$ cat src/motor_pwm_pkg.sv
// constants, types and register map of the motor pwm controller
package motor_pwm_pkg;

  // timing
  localparam int CLK_PERIOD_NS = 100;
  localparam int OSC_PERIOD_NS = 50_000;
  localparam int OSC_DIV       = OSC_PERIOD_NS / CLK_PERIOD_NS;
  localparam int ACT_TICKS     = 2048;
  localparam int WIN_TICKS     = 8192;
  localparam int DIS_TICKS     = 65536;
  localparam int WIN_SEQ       = 8;

  // transfer function, centivolts
  localparam int EFF_BASE_CV  = 288;
  localparam int AUTO_GAIN_CV = 1312;
  localparam int MAN_GAIN_CV  = 656;
  localparam int MAN_SCALE    = 100;
  localparam int DUTY_FULL    = 256;
  localparam int CAP_DOWN     = 16;
  localparam int MEAS_W       = 11;

  // register map
  localparam logic [3:0] ADDR_CTRL   = 4'h0;
  localparam logic [3:0] ADDR_STATUS = 4'h4;
  localparam logic [3:0] ADDR_MEAS   = 4'h8;
  localparam logic [3:0] ADDR_DUTY   = 4'hc;
  localparam int         CTRL_RUN_EN = 0;
  localparam logic [31:0] CTRL_RESET = 32'h0000_0001;
  localparam logic [1:0] RESP_OKAY   = 2'h0;
  localparam logic [1:0] RESP_DECERR = 2'h3;

  typedef enum logic [1:0] {
    ST_SLEEP = 2'b00,
    ST_RUN   = 2'b01,
    ST_FAULT = 2'b10
  } state_t;

  typedef struct packed {
    logic [3:0] win_cnt;
    logic       attempt;
    logic       disabled;
    logic       cur_fault;
    logic       ov_fault;
    logic       active;
    logic       manual;
    state_t     state;
  } status_t;

endpackage

$ cat src/duty_divider.sv
// serial divider producing the saturated gate duty
module duty_divider #(
  parameter int W  = 32,
  parameter int QW = 9
) (
  // clock and reset
  input  wire logic          clk,
  input  wire logic          rst_n,
  // request
  input  wire logic          start,
  input  wire logic [W-1:0]  num,
  input  wire logic [W-1:0]  den,
  // answer
  output logic               busy,
  output logic               done,
  output logic [QW-1:0]      quot
);

  localparam int CW = $clog2(W + 1);
  localparam logic [W-1:0] LIMIT = W'(motor_pwm_pkg::DUTY_FULL);

  logic [W:0]    rem_reg;
  logic [W-1:0]  num_reg;
  logic [W-1:0]  den_reg;
  logic [W-1:0]  q_reg;
  logic [CW-1:0] cnt_reg;
  logic          busy_reg;
  logic          done_reg;
  logic [QW-1:0] quot_reg;

  wire [W:0]   rem_sh  = {rem_reg[W-1:0], num_reg[W-1]};
  wire         ge      = rem_sh >= {1'b0, den_reg};
  wire [W:0]   rem_nx  = ge ? rem_sh - {1'b0, den_reg} : rem_sh;
  wire [W-1:0] q_nx    = {q_reg[W-2:0], ge};
  wire         last    = cnt_reg == CW'(W - 1);
  // full duty is the ceiling, zero divisor saturates
  wire [QW-1:0] q_sat  = (q_nx > LIMIT) ? QW'(motor_pwm_pkg::DUTY_FULL) : q_nx[QW-1:0];

  always_ff @(posedge clk or negedge rst_n) begin
    if (!rst_n) begin
      rem_reg  <= '0;
      num_reg  <= '0;
      den_reg  <= '0;
      q_reg    <= '0;
      cnt_reg  <= '0;
      busy_reg <= 1'b0;
      done_reg <= 1'b0;
      quot_reg <= '0;
    end else begin
      done_reg <= 1'b0;
      if (start && !busy_reg) begin
        rem_reg  <= '0;
        num_reg  <= num;
        den_reg  <= den;
        q_reg    <= '0;
        cnt_reg  <= '0;
        busy_reg <= 1'b1;
      end else if (busy_reg) begin
        rem_reg <= rem_nx;
        num_reg <= {num_reg[W-2:0], 1'b0};
        q_reg   <= q_nx;
        cnt_reg <= cnt_reg + CW'(1);
        if (last) begin
          busy_reg <= 1'b0;
          done_reg <= 1'b1;
          quot_reg <= q_sat;
        end
      end
    end
  end

  assign busy = busy_reg;
  assign done = done_reg;
  assign quot = quot_reg;

endmodule

$ cat src/motor_pwm_ctrl.sv
// motor pwm controller: command decode, state machine, gate pwm, axi registers
//
// Decided for this implementation: the AXI4-Lite register port and the address map.
module motor_pwm_ctrl #(
  parameter int OSC_DIV   = motor_pwm_pkg::OSC_DIV,
  parameter int ACT_TICKS = motor_pwm_pkg::ACT_TICKS,
  parameter int WIN_TICKS = motor_pwm_pkg::WIN_TICKS,
  parameter int DIS_TICKS = motor_pwm_pkg::DIS_TICKS
) (
  // clock and reset
  input  wire logic        CLK_SYS,
  input  wire logic        RST_N,
  // command and sense pins
  input  wire logic        AUTO_IN,
  input  wire logic        MAN_HIGH_IN,
  input  wire logic        MAN_OPEN_IN,
  input  wire logic [7:0]  MAN_DIFF_CV,
  input  wire logic [15:0] VBAT_CV,
  input  wire logic        OV_FLAG_IN,
  input  wire logic        UV_FLAG_IN,
  input  wire logic        CURRENT_SENSE_IN,
  // driver outputs
  output logic             GATE_DRIVE_OUT,
  output logic             SWITCHED_REFERENCE_OUT,
  output logic             INT_PULL_LOW,
  output logic             AUTO_PULLUP_EN,
  // axi4-lite write
  input  wire logic [3:0]  S_AXI_AWADDR,
  input  wire logic        S_AXI_AWVALID,
  output logic             S_AXI_AWREADY,
  input  wire logic [31:0] S_AXI_WDATA,
  input  wire logic [3:0]  S_AXI_WSTRB,
  input  wire logic        S_AXI_WVALID,
  output logic             S_AXI_WREADY,
  output logic [1:0]       S_AXI_BRESP,
  output logic             S_AXI_BVALID,
  input  wire logic        S_AXI_BREADY,
  // axi4-lite read
  input  wire logic [3:0]  S_AXI_ARADDR,
  input  wire logic        S_AXI_ARVALID,
  output logic             S_AXI_ARREADY,
  output logic [31:0]      S_AXI_RDATA,
  output logic [1:0]       S_AXI_RRESP,
  output logic             S_AXI_RVALID,
  input  wire logic        S_AXI_RREADY
);

  localparam int DW = $clog2(OSC_DIV + 1);
  localparam int AW = $clog2(ACT_TICKS + 1);
  localparam int WW = $clog2(WIN_TICKS + 1);
  localparam int XW = $clog2(DIS_TICKS + 1);
  localparam int MW = motor_pwm_pkg::MEAS_W;
  localparam int PW = 30;

  if (OSC_DIV < 2 || ACT_TICKS < 2 || WIN_TICKS < 2 || DIS_TICKS < 2) begin : g_chk
    $error("tick counts must be at least two");
  end

  ////////////////////////////////////////////////////////////////////////////
  // input synchronisers

  wire [PW-1:0] pin_raw = {AUTO_IN, MAN_HIGH_IN, MAN_OPEN_IN, OV_FLAG_IN,
                           UV_FLAG_IN, CURRENT_SENSE_IN, MAN_DIFF_CV, VBAT_CV};
  logic [PW-1:0] meta_reg;
  logic [PW-1:0] sync_reg;
  logic          auto_prev_reg;

  always_ff @(posedge CLK_SYS or negedge RST_N) begin
    if (!RST_N) begin
      meta_reg      <= {1'b1, {(PW-1){1'b0}}};
      sync_reg      <= {1'b1, {(PW-1){1'b0}}};
      auto_prev_reg <= 1'b1;
    end else begin
      meta_reg      <= pin_raw;
      sync_reg      <= meta_reg;
      auto_prev_reg <= sync_reg[29];
    end
  end

  wire        auto_s  = sync_reg[29];
  wire        manual  = sync_reg[28];
  wire        mopen_s = sync_reg[27];
  wire        ov_s    = sync_reg[26];
  wire        uv_s    = sync_reg[25];
  wire        cs_s    = sync_reg[24];
  wire [7:0]  mdiff_s = sync_reg[23:16];
  wire [15:0] vbat_s  = sync_reg[15:0];
  wire        a_edge  = auto_s != auto_prev_reg;
  wire        a_fall  = auto_prev_reg && !auto_s;
  wire        a_rise  = auto_s && !auto_prev_reg;

  ////////////////////////////////////////////////////////////////////////////
  // oscillator tick and command watchdog

  logic [DW-1:0] tick_cnt_reg;
  logic [AW-1:0] act_cnt_reg;
  wire           tick = tick_cnt_reg == DW'(OSC_DIV - 1);

  always_ff @(posedge CLK_SYS or negedge RST_N) begin
    if (!RST_N) begin
      tick_cnt_reg <= '0;
    end else begin
      tick_cnt_reg <= tick ? '0 : tick_cnt_reg + DW'(1);
    end
  end

  always_ff @(posedge CLK_SYS or negedge RST_N) begin
    if (!RST_N) begin
      act_cnt_reg <= AW'(ACT_TICKS);
    end else if (a_edge) begin
      act_cnt_reg <= '0;
    end else if (tick && act_cnt_reg != AW'(ACT_TICKS)) begin
      act_cnt_reg <= act_cnt_reg + AW'(1);
    end
  end

  wire cmd_active = act_cnt_reg != AW'(ACT_TICKS);

  ////////////////////////////////////////////////////////////////////////////
  // command duty measurement, rising edge to rising edge

  logic [MW-1:0] per_cnt_reg;
  logic [MW-1:0] hi_cnt_reg;
  logic [MW-1:0] per_reg;
  logic [MW-1:0] low_reg;
  wire  [MW-1:0] sat = {MW{1'b1}};

  always_ff @(posedge CLK_SYS or negedge RST_N) begin
    if (!RST_N) begin
      per_cnt_reg <= '0;
      hi_cnt_reg  <= '0;
      per_reg     <= '0;
      low_reg     <= '0;
    end else if (a_rise) begin
      per_reg     <= per_cnt_reg;
      low_reg     <= per_cnt_reg - hi_cnt_reg;
      per_cnt_reg <= MW'(tick);
      hi_cnt_reg  <= MW'(tick);
    end else if (tick && per_cnt_reg != sat) begin
      per_cnt_reg <= per_cnt_reg + MW'(1);
      hi_cnt_reg  <= hi_cnt_reg + MW'(auto_s);
    end
  end

  ////////////////////////////////////////////////////////////////////////////
  // duty = (base + gain * fraction) * 256 / vbat

  wire [31:0] op_p = manual ? 32'(motor_pwm_pkg::MAN_SCALE) : 32'(per_reg);
  wire [31:0] op_k = manual ? 32'(motor_pwm_pkg::MAN_GAIN_CV)
                            : 32'(motor_pwm_pkg::AUTO_GAIN_CV);
  wire [31:0] op_l = manual ? 32'(mdiff_s) : 32'(low_reg);
  wire [31:0] div_num = (32'(motor_pwm_pkg::EFF_BASE_CV) * op_p + op_k * op_l) << 8;
  wire [31:0] div_den = op_p * 32'(vbat_s);
  logic       div_busy;
  logic       div_done;
  logic [8:0] div_q;
  logic [8:0] duty_reg;

  duty_divider #(
    .W  (32),
    .QW (9)
  ) u_div (
    .clk   (CLK_SYS),
    .rst_n (RST_N),
    .start (tick),
    .num   (div_num),
    .den   (div_den),
    .busy  (div_busy),
    .done  (div_done),
    .quot  (div_q)
  );

  always_ff @(posedge CLK_SYS or negedge RST_N) begin
    if (!RST_N) begin
      duty_reg <= '0;
    end else if (div_done) begin
      duty_reg <= div_q;
    end
  end

  ////////////////////////////////////////////////////////////////////////////
  // current limit cap and fault supervisor

  motor_pwm_pkg::state_t state_reg;
  motor_pwm_pkg::state_t state_next;
  logic          gate_reg;
  logic          lim_seen_reg;
  logic [8:0]    cap_reg;
  logic [WW-1:0] win_tick_reg;
  logic          win_flag_reg;
  logic [3:0]    win_cnt_reg;
  logic          attempt_reg;
  logic          dis_reg;
  logic [XW-1:0] dis_cnt_reg;
  logic          cur_fault_reg;

  wire run     = state_reg == motor_pwm_pkg::ST_RUN;
  wire asleep  = state_reg == motor_pwm_pkg::ST_SLEEP;
  wire lim     = cs_s && gate_reg;
  wire win_end = tick && win_tick_reg == WW'(WIN_TICKS - 1);
  wire seq_end = win_cnt_reg == 4'(motor_pwm_pkg::WIN_SEQ - 1);
  wire win_hit = win_flag_reg || lim;
  wire dis_end = tick && dis_cnt_reg == XW'(DIS_TICKS - 1);

  always_ff @(posedge CLK_SYS or negedge RST_N) begin
    if (!RST_N) begin
      lim_seen_reg <= 1'b0;
      cap_reg      <= '0;
    end else if (!run || dis_reg) begin
      lim_seen_reg <= 1'b0;
      cap_reg      <= '0;
    end else if (tick) begin
      lim_seen_reg <= lim;
      if (lim_seen_reg || lim) begin
        cap_reg <= (cap_reg > 9'(motor_pwm_pkg::CAP_DOWN))
                   ? cap_reg - 9'(motor_pwm_pkg::CAP_DOWN) : '0;
      end else if (cap_reg != 9'(motor_pwm_pkg::DUTY_FULL)) begin
        cap_reg <= cap_reg + 9'h1;
      end
    end else if (lim) begin
      lim_seen_reg <= 1'b1;
    end
  end

  always_ff @(posedge CLK_SYS or negedge RST_N) begin
    if (!RST_N) begin
      win_tick_reg <= '0;
      win_flag_reg <= 1'b0;
      win_cnt_reg  <= '0;
      attempt_reg  <= 1'b0;
      dis_reg      <= 1'b0;
      dis_cnt_reg  <= '0;
    end else if (asleep) begin
      win_tick_reg <= '0;
      win_flag_reg <= 1'b0;
      win_cnt_reg  <= '0;
      attempt_reg  <= 1'b0;
      dis_reg      <= 1'b0;
      dis_cnt_reg  <= '0;
    end else if (dis_reg) begin
      dis_cnt_reg <= tick ? dis_cnt_reg + XW'(1) : dis_cnt_reg;
      dis_reg     <= !dis_end;
    end else if (run) begin
      win_flag_reg <= win_end ? 1'b0 : win_hit;
      if (tick) begin
        win_tick_reg <= win_end ? '0 : win_tick_reg + WW'(1);
      end
      if (win_end && win_hit && seq_end) begin
        win_cnt_reg  <= '0;
        attempt_reg  <= 1'b1;
        dis_reg      <= !attempt_reg;
        dis_cnt_reg  <= '0;
      end else if (win_end && win_hit) begin
        win_cnt_reg <= win_cnt_reg + 4'h1;
      end else if (win_end) begin
        win_cnt_reg <= '0;
        attempt_reg <= 1'b0;
      end
    end
  end

  always_ff @(posedge CLK_SYS or negedge RST_N) begin
    if (!RST_N) begin
      cur_fault_reg <= 1'b0;
    end else if (asleep) begin
      cur_fault_reg <= 1'b0;
    end else if (run && !dis_reg && win_end && win_hit && seq_end && attempt_reg) begin
      cur_fault_reg <= 1'b1;
    end
  end

  ////////////////////////////////////////////////////////////////////////////
  // sleep, run and fault states

  logic [31:0] ctrl_reg;
  wire run_en = ctrl_reg[motor_pwm_pkg::CTRL_RUN_EN];
  wire sleep_cond = uv_s || !run_en || (manual ? mopen_s : !cmd_active);
  wire wake = !uv_s && run_en && (manual ? !mopen_s : a_fall);

  always_comb begin
    state_next = state_reg;
    unique case (state_reg)
      motor_pwm_pkg::ST_SLEEP: begin
        if (wake) state_next = motor_pwm_pkg::ST_RUN;
      end
      motor_pwm_pkg::ST_RUN: begin
        if (sleep_cond) state_next = motor_pwm_pkg::ST_SLEEP;
        else if (ov_s || cur_fault_reg) state_next = motor_pwm_pkg::ST_FAULT;
      end
      motor_pwm_pkg::ST_FAULT: begin
        if (sleep_cond) state_next = motor_pwm_pkg::ST_SLEEP;
        else if (!ov_s && !cur_fault_reg) state_next = motor_pwm_pkg::ST_RUN;
      end
      default: state_next = motor_pwm_pkg::ST_SLEEP;
    endcase
  end

  ////////////////////////////////////////////////////////////////////////////
  // gate pwm and driver outputs

  wire [8:0]    duty_eff = (duty_reg < cap_reg) ? duty_reg : cap_reg;
  logic [DW:0]  hi_len_reg;
  logic         ref_reg;
  logic         intpl_reg;
  logic         pullup_reg;
  wire  [DW+8:0] hi_prod = (DW+9)'(duty_eff) * (DW+9)'(OSC_DIV);
  wire          gate_next = run && !dis_reg && ({1'b0, tick_cnt_reg} < hi_len_reg);

  always_ff @(posedge CLK_SYS or negedge RST_N) begin
    if (!RST_N) begin
      state_reg  <= motor_pwm_pkg::ST_SLEEP;
      hi_len_reg <= '0;
      gate_reg   <= 1'b0;
      ref_reg    <= 1'b0;
      intpl_reg  <= 1'b1;
      pullup_reg <= 1'b0;
    end else begin
      state_reg  <= state_next;
      hi_len_reg <= tick ? (DW+1)'(hi_prod >> 8) : hi_len_reg;
      gate_reg   <= gate_next;
      ref_reg    <= run;
      intpl_reg  <= !run || dis_reg || lim || ov_s;
      pullup_reg <= !manual && !asleep;
    end
  end

  assign GATE_DRIVE_OUT         = gate_reg;
  assign SWITCHED_REFERENCE_OUT = ref_reg;
  assign INT_PULL_LOW           = intpl_reg;
  assign AUTO_PULLUP_EN         = pullup_reg;

  ////////////////////////////////////////////////////////////////////////////
  // axi4-lite slave

  logic        aw_have_reg;
  logic        w_have_reg;
  logic [3:0]  aw_addr_reg;
  logic [31:0] w_data_reg;
  logic [3:0]  w_strb_reg;
  logic        bvalid_reg;
  logic [1:0]  bresp_reg;
  logic        rvalid_reg;
  logic [1:0]  rresp_reg;
  logic [31:0] rdata_reg;

  motor_pwm_pkg::status_t status;
  assign status = '{win_cnt: win_cnt_reg, attempt: attempt_reg, disabled: dis_reg,
                    cur_fault: cur_fault_reg,
                    ov_fault: state_reg == motor_pwm_pkg::ST_FAULT && ov_s,
                    active: cmd_active, manual: manual, state: state_reg};

  wire aw_take = S_AXI_AWVALID && S_AXI_AWREADY;
  wire w_take  = S_AXI_WVALID && S_AXI_WREADY;
  wire wr_go   = aw_have_reg && w_have_reg && !bvalid_reg;
  wire wr_ctrl = aw_addr_reg == motor_pwm_pkg::ADDR_CTRL;
  wire ar_take = S_AXI_ARVALID && S_AXI_ARREADY;
  wire rd_ok   = S_AXI_ARADDR == motor_pwm_pkg::ADDR_CTRL
              || S_AXI_ARADDR == motor_pwm_pkg::ADDR_STATUS
              || S_AXI_ARADDR == motor_pwm_pkg::ADDR_MEAS
              || S_AXI_ARADDR == motor_pwm_pkg::ADDR_DUTY;
  wire [31:0] rd_mux =
      (S_AXI_ARADDR == motor_pwm_pkg::ADDR_CTRL)   ? ctrl_reg :
      (S_AXI_ARADDR == motor_pwm_pkg::ADDR_STATUS) ? 32'(status) :
      (S_AXI_ARADDR == motor_pwm_pkg::ADDR_MEAS)   ? {5'h0, per_reg, 5'h0, low_reg} :
      (S_AXI_ARADDR == motor_pwm_pkg::ADDR_DUTY)   ? {7'h0, cap_reg, 7'h0, duty_reg} :
      32'h0;
  wire [31:0] strb_mask = {{8{w_strb_reg[3]}}, {8{w_strb_reg[2]}},
                           {8{w_strb_reg[1]}}, {8{w_strb_reg[0]}}};

  assign S_AXI_AWREADY = !aw_have_reg && !bvalid_reg;
  assign S_AXI_WREADY  = !w_have_reg && !bvalid_reg;
  assign S_AXI_ARREADY = !rvalid_reg;

  always_ff @(posedge CLK_SYS or negedge RST_N) begin
    if (!RST_N) begin
      aw_have_reg <= 1'b0;
      w_have_reg  <= 1'b0;
      aw_addr_reg <= '0;
      w_data_reg  <= '0;
      w_strb_reg  <= '0;
      bvalid_reg  <= 1'b0;
      bresp_reg   <= motor_pwm_pkg::RESP_OKAY;
      ctrl_reg    <= motor_pwm_pkg::CTRL_RESET;
    end else begin
      if (aw_take) aw_have_reg <= 1'b1;
      if (aw_take) aw_addr_reg <= S_AXI_AWADDR;
      if (w_take) w_have_reg <= 1'b1;
      if (w_take) w_data_reg <= S_AXI_WDATA;
      if (w_take) w_strb_reg <= S_AXI_WSTRB;
      if (wr_go) begin
        aw_have_reg <= 1'b0;
        w_have_reg  <= 1'b0;
        bvalid_reg  <= 1'b1;
        bresp_reg   <= wr_ctrl || aw_addr_reg == motor_pwm_pkg::ADDR_STATUS
                    || aw_addr_reg == motor_pwm_pkg::ADDR_MEAS
                    || aw_addr_reg == motor_pwm_pkg::ADDR_DUTY
                     ? motor_pwm_pkg::RESP_OKAY : motor_pwm_pkg::RESP_DECERR;
      end else if (bvalid_reg && S_AXI_BREADY) begin
        bvalid_reg <= 1'b0;
      end
      if (wr_go && wr_ctrl) begin
        ctrl_reg <= ((ctrl_reg & ~strb_mask) | (w_data_reg & strb_mask)) & 32'h0000_0001;
      end
    end
  end

  always_ff @(posedge CLK_SYS or negedge RST_N) begin
    if (!RST_N) begin
      rvalid_reg <= 1'b0;
      rresp_reg  <= motor_pwm_pkg::RESP_OKAY;
      rdata_reg  <= '0;
    end else if (ar_take) begin
      rvalid_reg <= 1'b1;
      rresp_reg  <= rd_ok ? motor_pwm_pkg::RESP_OKAY : motor_pwm_pkg::RESP_DECERR;
      rdata_reg  <= rd_mux;
    end else if (rvalid_reg && S_AXI_RREADY) begin
      rvalid_reg <= 1'b0;
    end
  end

  assign S_AXI_BVALID = bvalid_reg;
  assign S_AXI_BRESP  = bresp_reg;
  assign S_AXI_RVALID = rvalid_reg;
  assign S_AXI_RRESP  = rresp_reg;
  assign S_AXI_RDATA  = rdata_reg;
endmodule

$ cat config.mk
export PLATFORM = sky130hd
export DESIGN_NAME = motor_pwm_ctrl
export DESIGN_NICKNAME = d
export VERILOG_FILES = /design/src/motor_pwm_pkg.sv /design/src/duty_divider.sv /design/src/motor_pwm_ctrl.sv
export SDC_FILE = /design/constraint.sdc
export NUM_CORES = 1
export LEC_CHECK = 0
export BUFFER_PORTS_ARGS = -buffer_cell sky130_fd_sc_hd__buf_2
export CAP_MARGIN = 20
export CELL_PAD_IN_SITES_DETAIL_PLACEMENT = 0
export CELL_PAD_IN_SITES_GLOBAL_PLACEMENT = 1
export CORE_MARGIN = 1
export CORE_UTILIZATION = 50
export DETAILED_ROUTE_END_ITERATION = 7
export PLACE_DENSITY_LB_ADDON = 0.1
export SETUP_SLACK_MARGIN = 0.02
export SYNTH_ARGS = -nofsm -noshare
export SYNTH_HDL_FRONTEND = slang
export SYNTH_HIERARCHICAL = 1
export SYNTH_SLANG_ARGS = --single-unit
$ cat constraint.sdc
create_clock -name CLK_SYS -period 8.97 [get_ports CLK_SYS]
set_clock_uncertainty 0.2 [all_clocks]
set_input_delay 0.897 -clock CLK_SYS [delete_from_list [all_inputs] [get_ports CLK_SYS]]
set_output_delay 0.897 -clock CLK_SYS [all_outputs]
set_load 0.02 [all_outputs]
# After elaboration in Yosys (flattened, before gate mapping)
# Cells that the tools add are included.
[totals]
out_inout_bits = 45
ff_bits = 391
inputBits = 81
word_cells = 275
[classes]
muxes = 89
order_cmp = 5
bitwise_logic = 5
addsub = 13
eq_ne = 23
reduce_logical = 92
mul = 4
[ops]
columns = ["operator", "n"]
rows = [
  ["2-to-1 mux 32 bit", 5],
  ["2-to-1 mux 17 bit", 5],
  ["2-to-1 mux 27 bit", 3],
  ["2-to-1 mux 11 bit", 7],
  ["2-to-1 mux 9 bit", 8],
  ["2-to-1 mux 14 bit", 5],
  ["2-to-1 mux 31 bit", 2],
  ["2-to-1 mux 1 bit", 35],
  [">= comparator 33 x 32 -> 1 bit", 1],
  ["greater-than comparator 32 x 9 -> 1 bit, second input constant", 1],
  ["subtractor 32 bit", 1],
  ["logical AND 1 bit", 31],
  ["multiplier 11 x 16 -> 27 bit", 1],
  ["2-to-1 mux 25 bit", 1],
  ["2-to-1 mux 12 bit", 2],
  ["2-to-1 mux 4 bit", 6],
  ["adder 20 x 22 -> 23 bit", 1],
  ["multiplier 11 x 11 -> 22 bit", 1],
  ["nonzero test 2 bit", 11],
  ["zero test 1 bit", 19],
  ["adder 9 x 1 -> 9 bit, second input constant", 2],
  ["adder 17 x 1 -> 17 bit, second input constant", 1],
  ["equality test 17 x 16 -> 1 bit, second input constant", 1],
  ["equality test 4 bit, second input constant", 4],
  ["41 further kinds", 77],
]

# Depth between registers and ports, before layout
# Gate-level depths: netlist (run 1).
[logic_depth]
depth_word = 8
mapped_depth = 28
ltp_nobuf = 25

# Modules after synthesis
# The synthesis (run 1) kept the hierarchy.
[modules_own_cells]
columns = ["mod", "n_inst", "area_per_inst_um2", "cells_per_inst"]
rows = [
  ["motor_pwm_ctrl", 1, 20529.7, 2140],
  ["duty_divider", 1, 8027.7, 894],
]

# Worst setup path after synthesis (run 1)
# No wires, ideal clock.
[synth_path]
kind = "reg-to-reg"
from = "register sync_reg[28]"
to = "register u_div.den_reg[25]"
path_stages_with_launch = 25
slack_ns = 2.566
t_arrival_ns = 6.121
t_required_ns = 8.687
setup_ns = 0.083
cell_sequence = "dfrtp_1 -> clkbuf_1 -> clkbuf_1 -> nor2b_1 -> clkbuf_1 -> nand2_1 -> fa_1 -> inv_1 -> fa_1 -> fa_1 -> fa_1 -> inv_1 -> fa_1 -> inv_1 -> ha_1 -> a21oi_1 -> nor2_1 -> a211oi_1 -> a31oi_1 -> o41a_1 -> a211o_1 -> a21oi_1 -> xnor2_1 -> nand2_1 -> o21ai_0"
[synth_between]
elab_chain_len = 2
[synth_rtl]
columns = ["item", "line_no", "source"]
rows = [
  ["start, declared", "motor_pwm_ctrl.sv:65", "logic [PW-1:0] sync_reg;"],
  ["start signal, assigned", "motor_pwm_ctrl.sv:71", "sync_reg <= {1'b1, {(PW-1){1'b0}}};"],
  ["start signal, assigned", "motor_pwm_ctrl.sv:75", "sync_reg <= meta_reg;"],
  ["2-to-1 mux 11 bit", "motor_pwm_ctrl.sv:148", "wire [31:0] op_p = manual ? 32'(motor_pwm_pkg::MAN_SCALE) : 32'(per_reg);"],
  ["multiplier 11 x 16 -> 27 bit", "motor_pwm_ctrl.sv:153", "wire [31:0] div_den = op_p * 32'(vbat_s);"],
  ["net div_den[25]", "motor_pwm_ctrl.sv:153", ""],
  ["end signal, assigned", "duty_divider.sv:54", "den_reg <= den;"],
  ["end, declared", "duty_divider.sv:24", "logic [W-1:0] den_reg;"],
]
# The timed path passes the listed nets, and every way through them passes these cells.
# A chain may end at the register's enable or synchronous reset.

# Final worst setup path (run 1)
# Same ends and word-level chain as after synthesis.

==> flow_summary_export.csv, run 1 <==
group,metric,value,unit
cts,post_cts_buffers,0,
cells_and_area,final_util,55.22,%
detailed_routing,viasPerCell,5.392,
place,place_area,0.02961,mm2
logic_synthesis,synthArstFlopShare,100.0,%
detailed_routing,totalWireLength,64080,um
cts,clock-root-buffer,"clkbuf_16",
logic_synthesis,post-synth-top-count-cell,"nand2_1",
floorplan,die_x,241.0,um
place,port_buffers,82,
power_and_ir_drop,irDropWorstVdd,139.7,uV
setup_path,max_stage_delay,0.86,ns
place,hpwl,47350,um
logic_synthesis,ys_ff_latch,380,
setup_path,path_cells,"nor2_1 -> inv_1 -> nand2_1 -> fa_1 -> fa_1 -> inv_1 -> fa_1 -> fa_1 -> inv_1 -> fa_1 -> inv_1 -> ha_1 -> a21oi_1 -> nor2_1 -> a211oi_1 -> a31oi_1 -> o41a_1 -> a211o_1 -> a21oi_1 -> xnor2_1 -> nand2_1 -> o21ai_0",
setup_path,critPathTopFamily,"adder cells",
cells_and_area,nets,3603,
logic_synthesis,yosys_warnings,6,
timing,tightest_slew,1.069,ns
cells_and_area,fillers,5252,
place,place.gp.congestion,0.8742,
logic_synthesis,syn_area_per_cell,9.412,um2
detailed_routing,drt.antenna.violating_nets,0,
global_route,grt_max_degree,136,
cts,clkSinkCount,380,
logic_synthesis,synthDistinctLibCells,91,
floorplan,start_util,50.65,%
detailed_routing,dr.pass1.iters,5,
cts,cts_resized,0,
cells_and_area,fin_area,0.03114,mm2
cts,htreeDepth,2,
logic_synthesis,synthTopCellsByCount,"nand2_1 (391), dfrtp_1 (374), inv_1 (364)",
cells_and_area,final_cells,3868,
floorplan,die_y,241.0,um
floorplan,dieArea,0.05807,mm2
logic_synthesis,ys_seq_area_share,33.32,%
setup_path,critical_path.max_fanout,22,
floorplan,core-area,0.05639,mm2
global_route,grt_pass1_wl,107200,um
logic_synthesis,synth_edf_count,0,
hold_path,hold_path_class,"reg -> reg",
timing,finalHoldViolations,0,
logic_synthesis,synthTopCellsByArea,"dfrtp_1 (33%), fa_1 (13%), ha_1 (11%), nand2_1 (5.1%), inv_1 (4.8%)",
floorplan,rows,87,
setup_path,cp_data_arrival_time,7.53,ns
cells_and_area,area_growth,9.030,%
cts,tritoncts,"yes",
setup_path,worstSetupEndpointType,"flop",
setup_path,path_buf_inv,4,
power_and_ir_drop,powerDensity,137.9,mW/mm2
logic_synthesis,syn_area,0.02856,mm2
setup_path,crit_top_cell,"fa_1",
logic_synthesis,dominantRegCellSynth,"dfrtp_1",
setup_path,critPathKind,"reg -> reg",
logic_synthesis,syn_inst,3034,
timing,period_share,80.77,%
outcome,status,"complete, no violations",
global_route,grtUsageTotal,23.00,%
cells_and_area,drive_above_1_share,8.515,%
cts,clockBufferDepth,3,
detailed_routing,drc,0,
timing,rsz0062_at_grt,"false",
power_and_ir_drop,leakage,15.06,nW
cells_and_area,antenna_cells,0,
cts,cts_buffers,44,
timing,slew_headroom,28.64,%
cts,ctsHoldBuffers,0,
detailed_routing,wire_per_inst,16.57,um
timing,max_freq,138.0,MHz
timing,tns,0,ns
setup_path,critPathSlowestCell,"dfrtp_1",
run,cap_violations,0,
logic_synthesis,yosysTopAreaCellShare,32.77,%
setup_path,crit_path_start_kind,"flop",
place,dp_cells,3786,
setup_path,cp.required,9.26,ns
cts,cts.clk_slew.worst_paths,0.06,ns
detailed_routing,drtIter0Drc,1002,
timing,setup_viol,0,
cts,clk_latency,0.58,ns
power_and_ir_drop,finalPower,4.294,mW
global_route,antenna_found_initial,0,
timing,fin_crit,7.245,ns
detailed_routing,num_vias,20860,
global_route,grt_pass1_vias,21070,
timing,drv_slew,0,
global_route,grt-ovfl-total,0,
logic_synthesis,yosysTopAreaCell,"dfrtp_1",
floorplan,ios,126,
==> worst paths after layout <==
kind | depth (start not counted) | slack (ns) | startpoint | end
min reg2reg | 0 | 0.15 | meta_reg[3] | sync_reg[3]
max | 22 | 1.73 | sync_reg[28] | u_div/den_reg[25]
max in group asynchronous | 2 | 6.78 | RST_N | u_div/busy
max reg2reg | 22 | 1.73 | sync_reg[28] | u_div/den_reg[25]
min in group asynchronous | 1 | 0.22 | RST_N | w_have_reg
min | 0 | 0.15 | meta_reg[3] | sync_reg[3]
==> where the power goes <==
part / internal (mW) / switching (mW) / leakage (nW)
logic: 0.237 / 0.367 / 9.37
registers: 1.76 / 0.0438 / 4.95
clock network: 1.13 / 0.751 / 0.742
==> cell families (layout without fill, tap and decap cells) <==
group                      count (synthesis)  in the layout  share of synthesized area (%)
other                                      2             38                        0.02630
xor gates and xnor gates                 130            130                          3.987
DFF                                      380            380                          33.32
adders and majority gates                445            445                          24.47
AOI/OAI and AO/OA                        542            542                          11.74
buffers and inverters                    508            550                          7.054
muxes                                    106            106                          3.965
and+or+nand+nor                          921            921                          15.44
==> per-stage QoR <==
| stage | hold slack (ns) | setup slack, ns |
|---|---|---|
| 2_1_floorplan | 0.1312 | 2.566 |
| 5_1_grt | 0.1509 | 1.196 |
| 3_5_place_dp | 0.1347 | 1.681 |
| 3_3_place_gp | 0.1329 | 1.805 |
| 6_report | 0.1469 | 1.725 |
| 4_1_cts | 0.1481 | 1.675 |
==> final cells by class <==
class | instances | area (um2) | share of cell area (%)
well taps | 756 | 945.9 | 3.038
clock inverters | 22 | 295.3 | 0.9484
flip-flops and latches | 380 | 9520 | 30.58
multi-input cells | 2182 | 17180 | 55.17
repair buffers | 103 | 605.6 | 1.945
inverters | 366 | 1374 | 4.412
clock buffers | 59 | 1219 | 3.914
==> placed cells by master, fill, tap and decap left out, types with 7 or more instances in the layout <==
cell type	instances
clkbuf_16	45
a211oi_1	12
and2_1	107
a21oi_1	109
a21boi_0	7
ha_1	256
nand2_1	391
o21ai_1	15
dfrtp_1	373
xnor2_1	77
nand4_1	30
o31ai_1	20
and3_1	27
mux2_2	47
mux2i_1	58
or3_1	20
nor3_1	38
o211ai_1	10
clkinv_2	9
buf_2	81
o21a_1	16
a21o_1	42
conb_1	38
nor2b_1	36
and4_1	7
fa_1	189
nor2_1	135
a22oi_1	16
nand2b_1	17
buf_4	18
a31oi_1	33
nor4_1	10
o21bai_1	7
clkbuf_1	10
nand3_1	71
xor2_1	53
o21ai_0	201
inv_1	363
==> metal layers <==
layer / GRT usage, % / wire length (um) / vias up
li1: - / - / 10130
met1: 30.46 / 28790 / 10330
met2: 39.18 / 31410 / 307
met3: 3.374 / 2397 / 89
met4: 6.329 / 1480 / 0
met5: 0 / 0 / -
(Power assumes the default switching activity.)
==> run 2: changes to the inputs <==
--- a/config.mk
+++ b/config.mk
@@ -5,12 +5,13 @@
 export SDC_FILE = /design/constraint.sdc
 export NUM_CORES = 1
 export LEC_CHECK = 0
+export ABC_AREA = 1
 export BUFFER_PORTS_ARGS = -buffer_cell sky130_fd_sc_hd__buf_2
 export CAP_MARGIN = 20
 export CELL_PAD_IN_SITES_DETAIL_PLACEMENT = 0
 export CELL_PAD_IN_SITES_GLOBAL_PLACEMENT = 1
 export CORE_MARGIN = 1
-export CORE_UTILIZATION = 50
+export CORE_UTILIZATION = 48
 export DETAILED_ROUTE_END_ITERATION = 7
 export PLACE_DENSITY_LB_ADDON = 0.1
 export SETUP_SLACK_MARGIN = 0.02
==> constraint.sdc (replaced) <==
create_clock -name CLK_SYS -period 7 [get_ports CLK_SYS]
set_clock_uncertainty 0.2 [all_clocks]
set_input_delay 0.7 -clock CLK_SYS [delete_from_list [all_inputs] [get_ports CLK_SYS]]
set_output_delay 0.7 -clock CLK_SYS [all_outputs]
set_load 0.02 [all_outputs]
==> run 2 against run 1 <==
Against the previous run:
- the flow now finishes with violations (negative hold slack)
- sequential power grew 29%
- area after synthesis increased by 2.6%
- flip-flop and latch count did not move
- critical path depth increased by 1
- largest cell class unchanged
- design area grew 4.5%
- sequential share of layout area shrank 1.3 points
- wire length rose by 11%
- final cell count up 18%
- maximum frequency increased by 14%
==> flow_summary_export.csv, run 2 <==
group,metric,value,unit
cells_and_area,drive_above_1_share,7.295,%
detailed_routing,drc,0,
timing,tightest_slew,1.044,ns
place,place_area,0.03063,mm2
setup_path,path_cells,"clkinv_1 -> ha_1 -> nand2_1 -> inv_1 -> a21oi_1 -> nand3_2 -> o21ai_0 -> buf_4 -> inv_1 -> fa_1 -> fa_1 -> inv_1 -> fa_1 -> inv_1 -> ha_1 -> ha_1 -> a21o_1 -> a31oi_1 -> nor2_1 -> a2111oi_0 -> nand3_1 -> nand3_1 -> nand2_1",
power_and_ir_drop,finalPower,6.174,mW
logic_synthesis,synth_top_family_by_area,"adder cells",
power_and_ir_drop,irDropWorstVdd,195.1,uV
setup_path,max_stage_delay,0.54,ns
place,port_buffers,82,
place,dp_cells,4465,
logic_synthesis,yosysTopAreaCell,"dfrtp_1",
setup_path,critPathTopFamily,"adder cells",
cts,clock-root-buffer,"clkbuf_16",
logic_synthesis,syn_area,0.02930,mm2
logic_synthesis,ys_seq_area_share,32.48,%
cells_and_area,multi_input_area,0.01680,mm2
setup_path,crit_path_start_kind,"flop",
logic_synthesis,synthArstFlopShare,100.0,%
setup_path,worstSetupEndpointType,"flop",
logic_synthesis,synthTopCellsByCount,"nand2_1 (816), inv_1 (678), dfrtp_1 (374)",
setup_path,r2r-start,"cap_reg[7]",
logic_synthesis,syn_inst,3636,
timing,setup_slack,0.6577,ns
outcome,status,"finished with violations",
cells_and_area,final_cells,4579,
timing,period_share,90.60,%
timing,fin_crit,6.342,ns
cts,cts_buffers,45,
setup_path,reg2reg_slack,0.66,ns
cts,clockBufferDepth,3,
setup_path,worstRegToRegCells,23,
logic_synthesis,synthDistinctLibCells,64,
global_route,grt-ovfl-total,0,
global_route,antenna_found_initial,0,
place,hpwl,55110,um
floorplan,rows,90,
floorplan,die_x,249.1,um
power_and_ir_drop,powerDensity,189.7,mW/mm2
cts,clkSinkCount,380,
cts,tritoncts,"yes",
logic_synthesis,post-synth-top-count-cell,"nand2_1",
logic_synthesis,synth_compound_area_share,9.403,%
cells_and_area,regArea,0.009518,mm2
timing,slew_headroom,30.16,%
place,pre_cts_ws,0.5755,ns
setup_path,path_buf_inv,6,
cells_and_area,antenna_cells,0,
logic_synthesis,syn_area_per_cell,8.059,um2
logic_synthesis,synth-simple-area-share,20.85,%
cts,clk_latency,0.59,ns
cells_and_area,fillers,5776,
logic_synthesis,yosys_warnings,6,
detailed_routing,drtIter0Drc,1223,
timing,setup_viol,0,
floorplan,dieArea,0.06204,mm2
cts,post_cts_buffers,0,
setup_path,rr_endpoint,"hi_len_reg[9]",
timing,drv_slew,0,
setup_path,critPathSlowestCell,"fa_1",
run,cap_violations,0,
timing,max_freq,157.7,MHz
global_route,grt_max_degree,164,
detailed_routing,dr.pass1.iters,5,
cells_and_area,final_common_cell,"nand2_1",
logic_synthesis,synthTopCellsByArea,"dfrtp_1 (32%), fa_1 (13%), ha_1 (11%), nand2_1 (10%), inv_1 (8.7%)",
power_and_ir_drop,leakage,16.82,nW
timing,rsz0062_at_grt,"false",
cells_and_area,mostFrequentLayoutCells,"nand2_1 (816), inv_1 (677), dfrtp_1 (373)",
global_route,grt_pass1_vias,23530,
hold_path,hold_path_class,"in -> async",
logic_synthesis,synth-adder-area-share,23.84,%
cells_and_area,area_growth,11.07,%
detailed_routing,num_vias,23520,
logic_synthesis,ys_ff_latch,380,
setup_path,cp_data_arrival_time,6.61,ns
timing,finalHoldViolations,8,
floorplan,start_util,48.55,%
detailed_routing,viasPerCell,5.136,
floorplan,ios,126,
cts,htreeDepth,2,
logic_synthesis,synth-xor-area-share,2.511,%
detailed_routing,drt.antenna.violating_nets,0,
timing,tns,0,ns
cells_and_area,final_util,53.92,%
place,place.gp.congestion,0.9144,
logic_synthesis,dominantRegCellSynth,"dfrtp_1",
logic_synthesis,yosysTopAreaCellShare,31.94,%
setup_path,cp.required,7.26,ns
cells_and_area,nets,4287,
setup_path,critical_path.max_fanout,16,
floorplan,core-area,0.06036,mm2
global_route,grt_pass1_wl,117600,um
cells_and_area,fin_area,0.03255,mm2
detailed_routing,totalWireLength,71450,um
setup_path,critPathKind,"reg -> reg",
setup_path,crit_top_cell,"inv_1",
global_route,grtUsageTotal,23.20,%
cts,cts.clk_slew.worst_paths,0.06,ns
logic_synthesis,synth_edf_count,0,
floorplan,die_y,249.1,um
logic_synthesis,synthMuxAreaShare,0.1922,%
timing,worst_hold_slack,-0.05588,ns
outcome,violations,"negative hold slack",
detailed_routing,wire_per_inst,15.60,um
-- run 2: report_power, final --
part           internal (mW)  switching, mW
clock network           1.52          0.994
registers               2.27         0.0643
logic                  0.471          0.860
total                   4.26           1.92
-- run 2: cell type report --
| type | count | share of cell area, % |
|---|---|---|
| multi-input cells | 2484 | 51.61 |
| flip-flops and latches | 380 | 29.24 |
| inverters | 703 | 8.123 |
| clock buffers | 64 | 4.083 |
| repair buffers | 147 | 3.099 |
| well taps | 782 | 3.006 |
| clock inverters | 19 | 0.8342 |
-- run 2: per-layer routing --
metal | vias to the layer above | global-route usage (%) | part of all wire (%)
met3 | 93 | 3.051 | 4.3
met2 | 421 | 38.39 | 47
met4 | 0 | 6.226 | 2.2
met5 | - | 0 | 0
met1 | 11360 | 32.08 | 47
li1 | 11650 | - | -
-- run 2: timing repair --
item,4_1_cts,5_1_grt
hold buffers,30,0
hold endpoints to repair,30,0
setup endpoints to repair,0,1
gates resized for setup,0,1
-- run 2: logic make-up after synthesis --
family                     after synthesis
other                                    2
and+or+nand+nor                       1427
muxes                                    5
AOI/OAI and AO/OA                      485
xor gates and xnor gates                84
DFF                                    380
adders and majority gates              445
buffers and inverters                  808
-- run 2: worst max-delay path by stage --
stage | from | end | slack, ns | cells after the start
after floorplan | sync_reg[28] | u_div/num_reg[28] | 0.83 | 25
after global placement | cap_reg[7] | hi_len_reg[9] | 0.51 | 23
after detailed placement | cap_reg[7] | hi_len_reg[9] | 0.58 | 23
after CTS | cap_reg[7] | hi_len_reg[9] | 0.51 | 23
after global routing | cap_reg[7] | hi_len_reg[9] | 0.21 | 23
final | cap_reg[7] | hi_len_reg[9] | 0.66 | 23
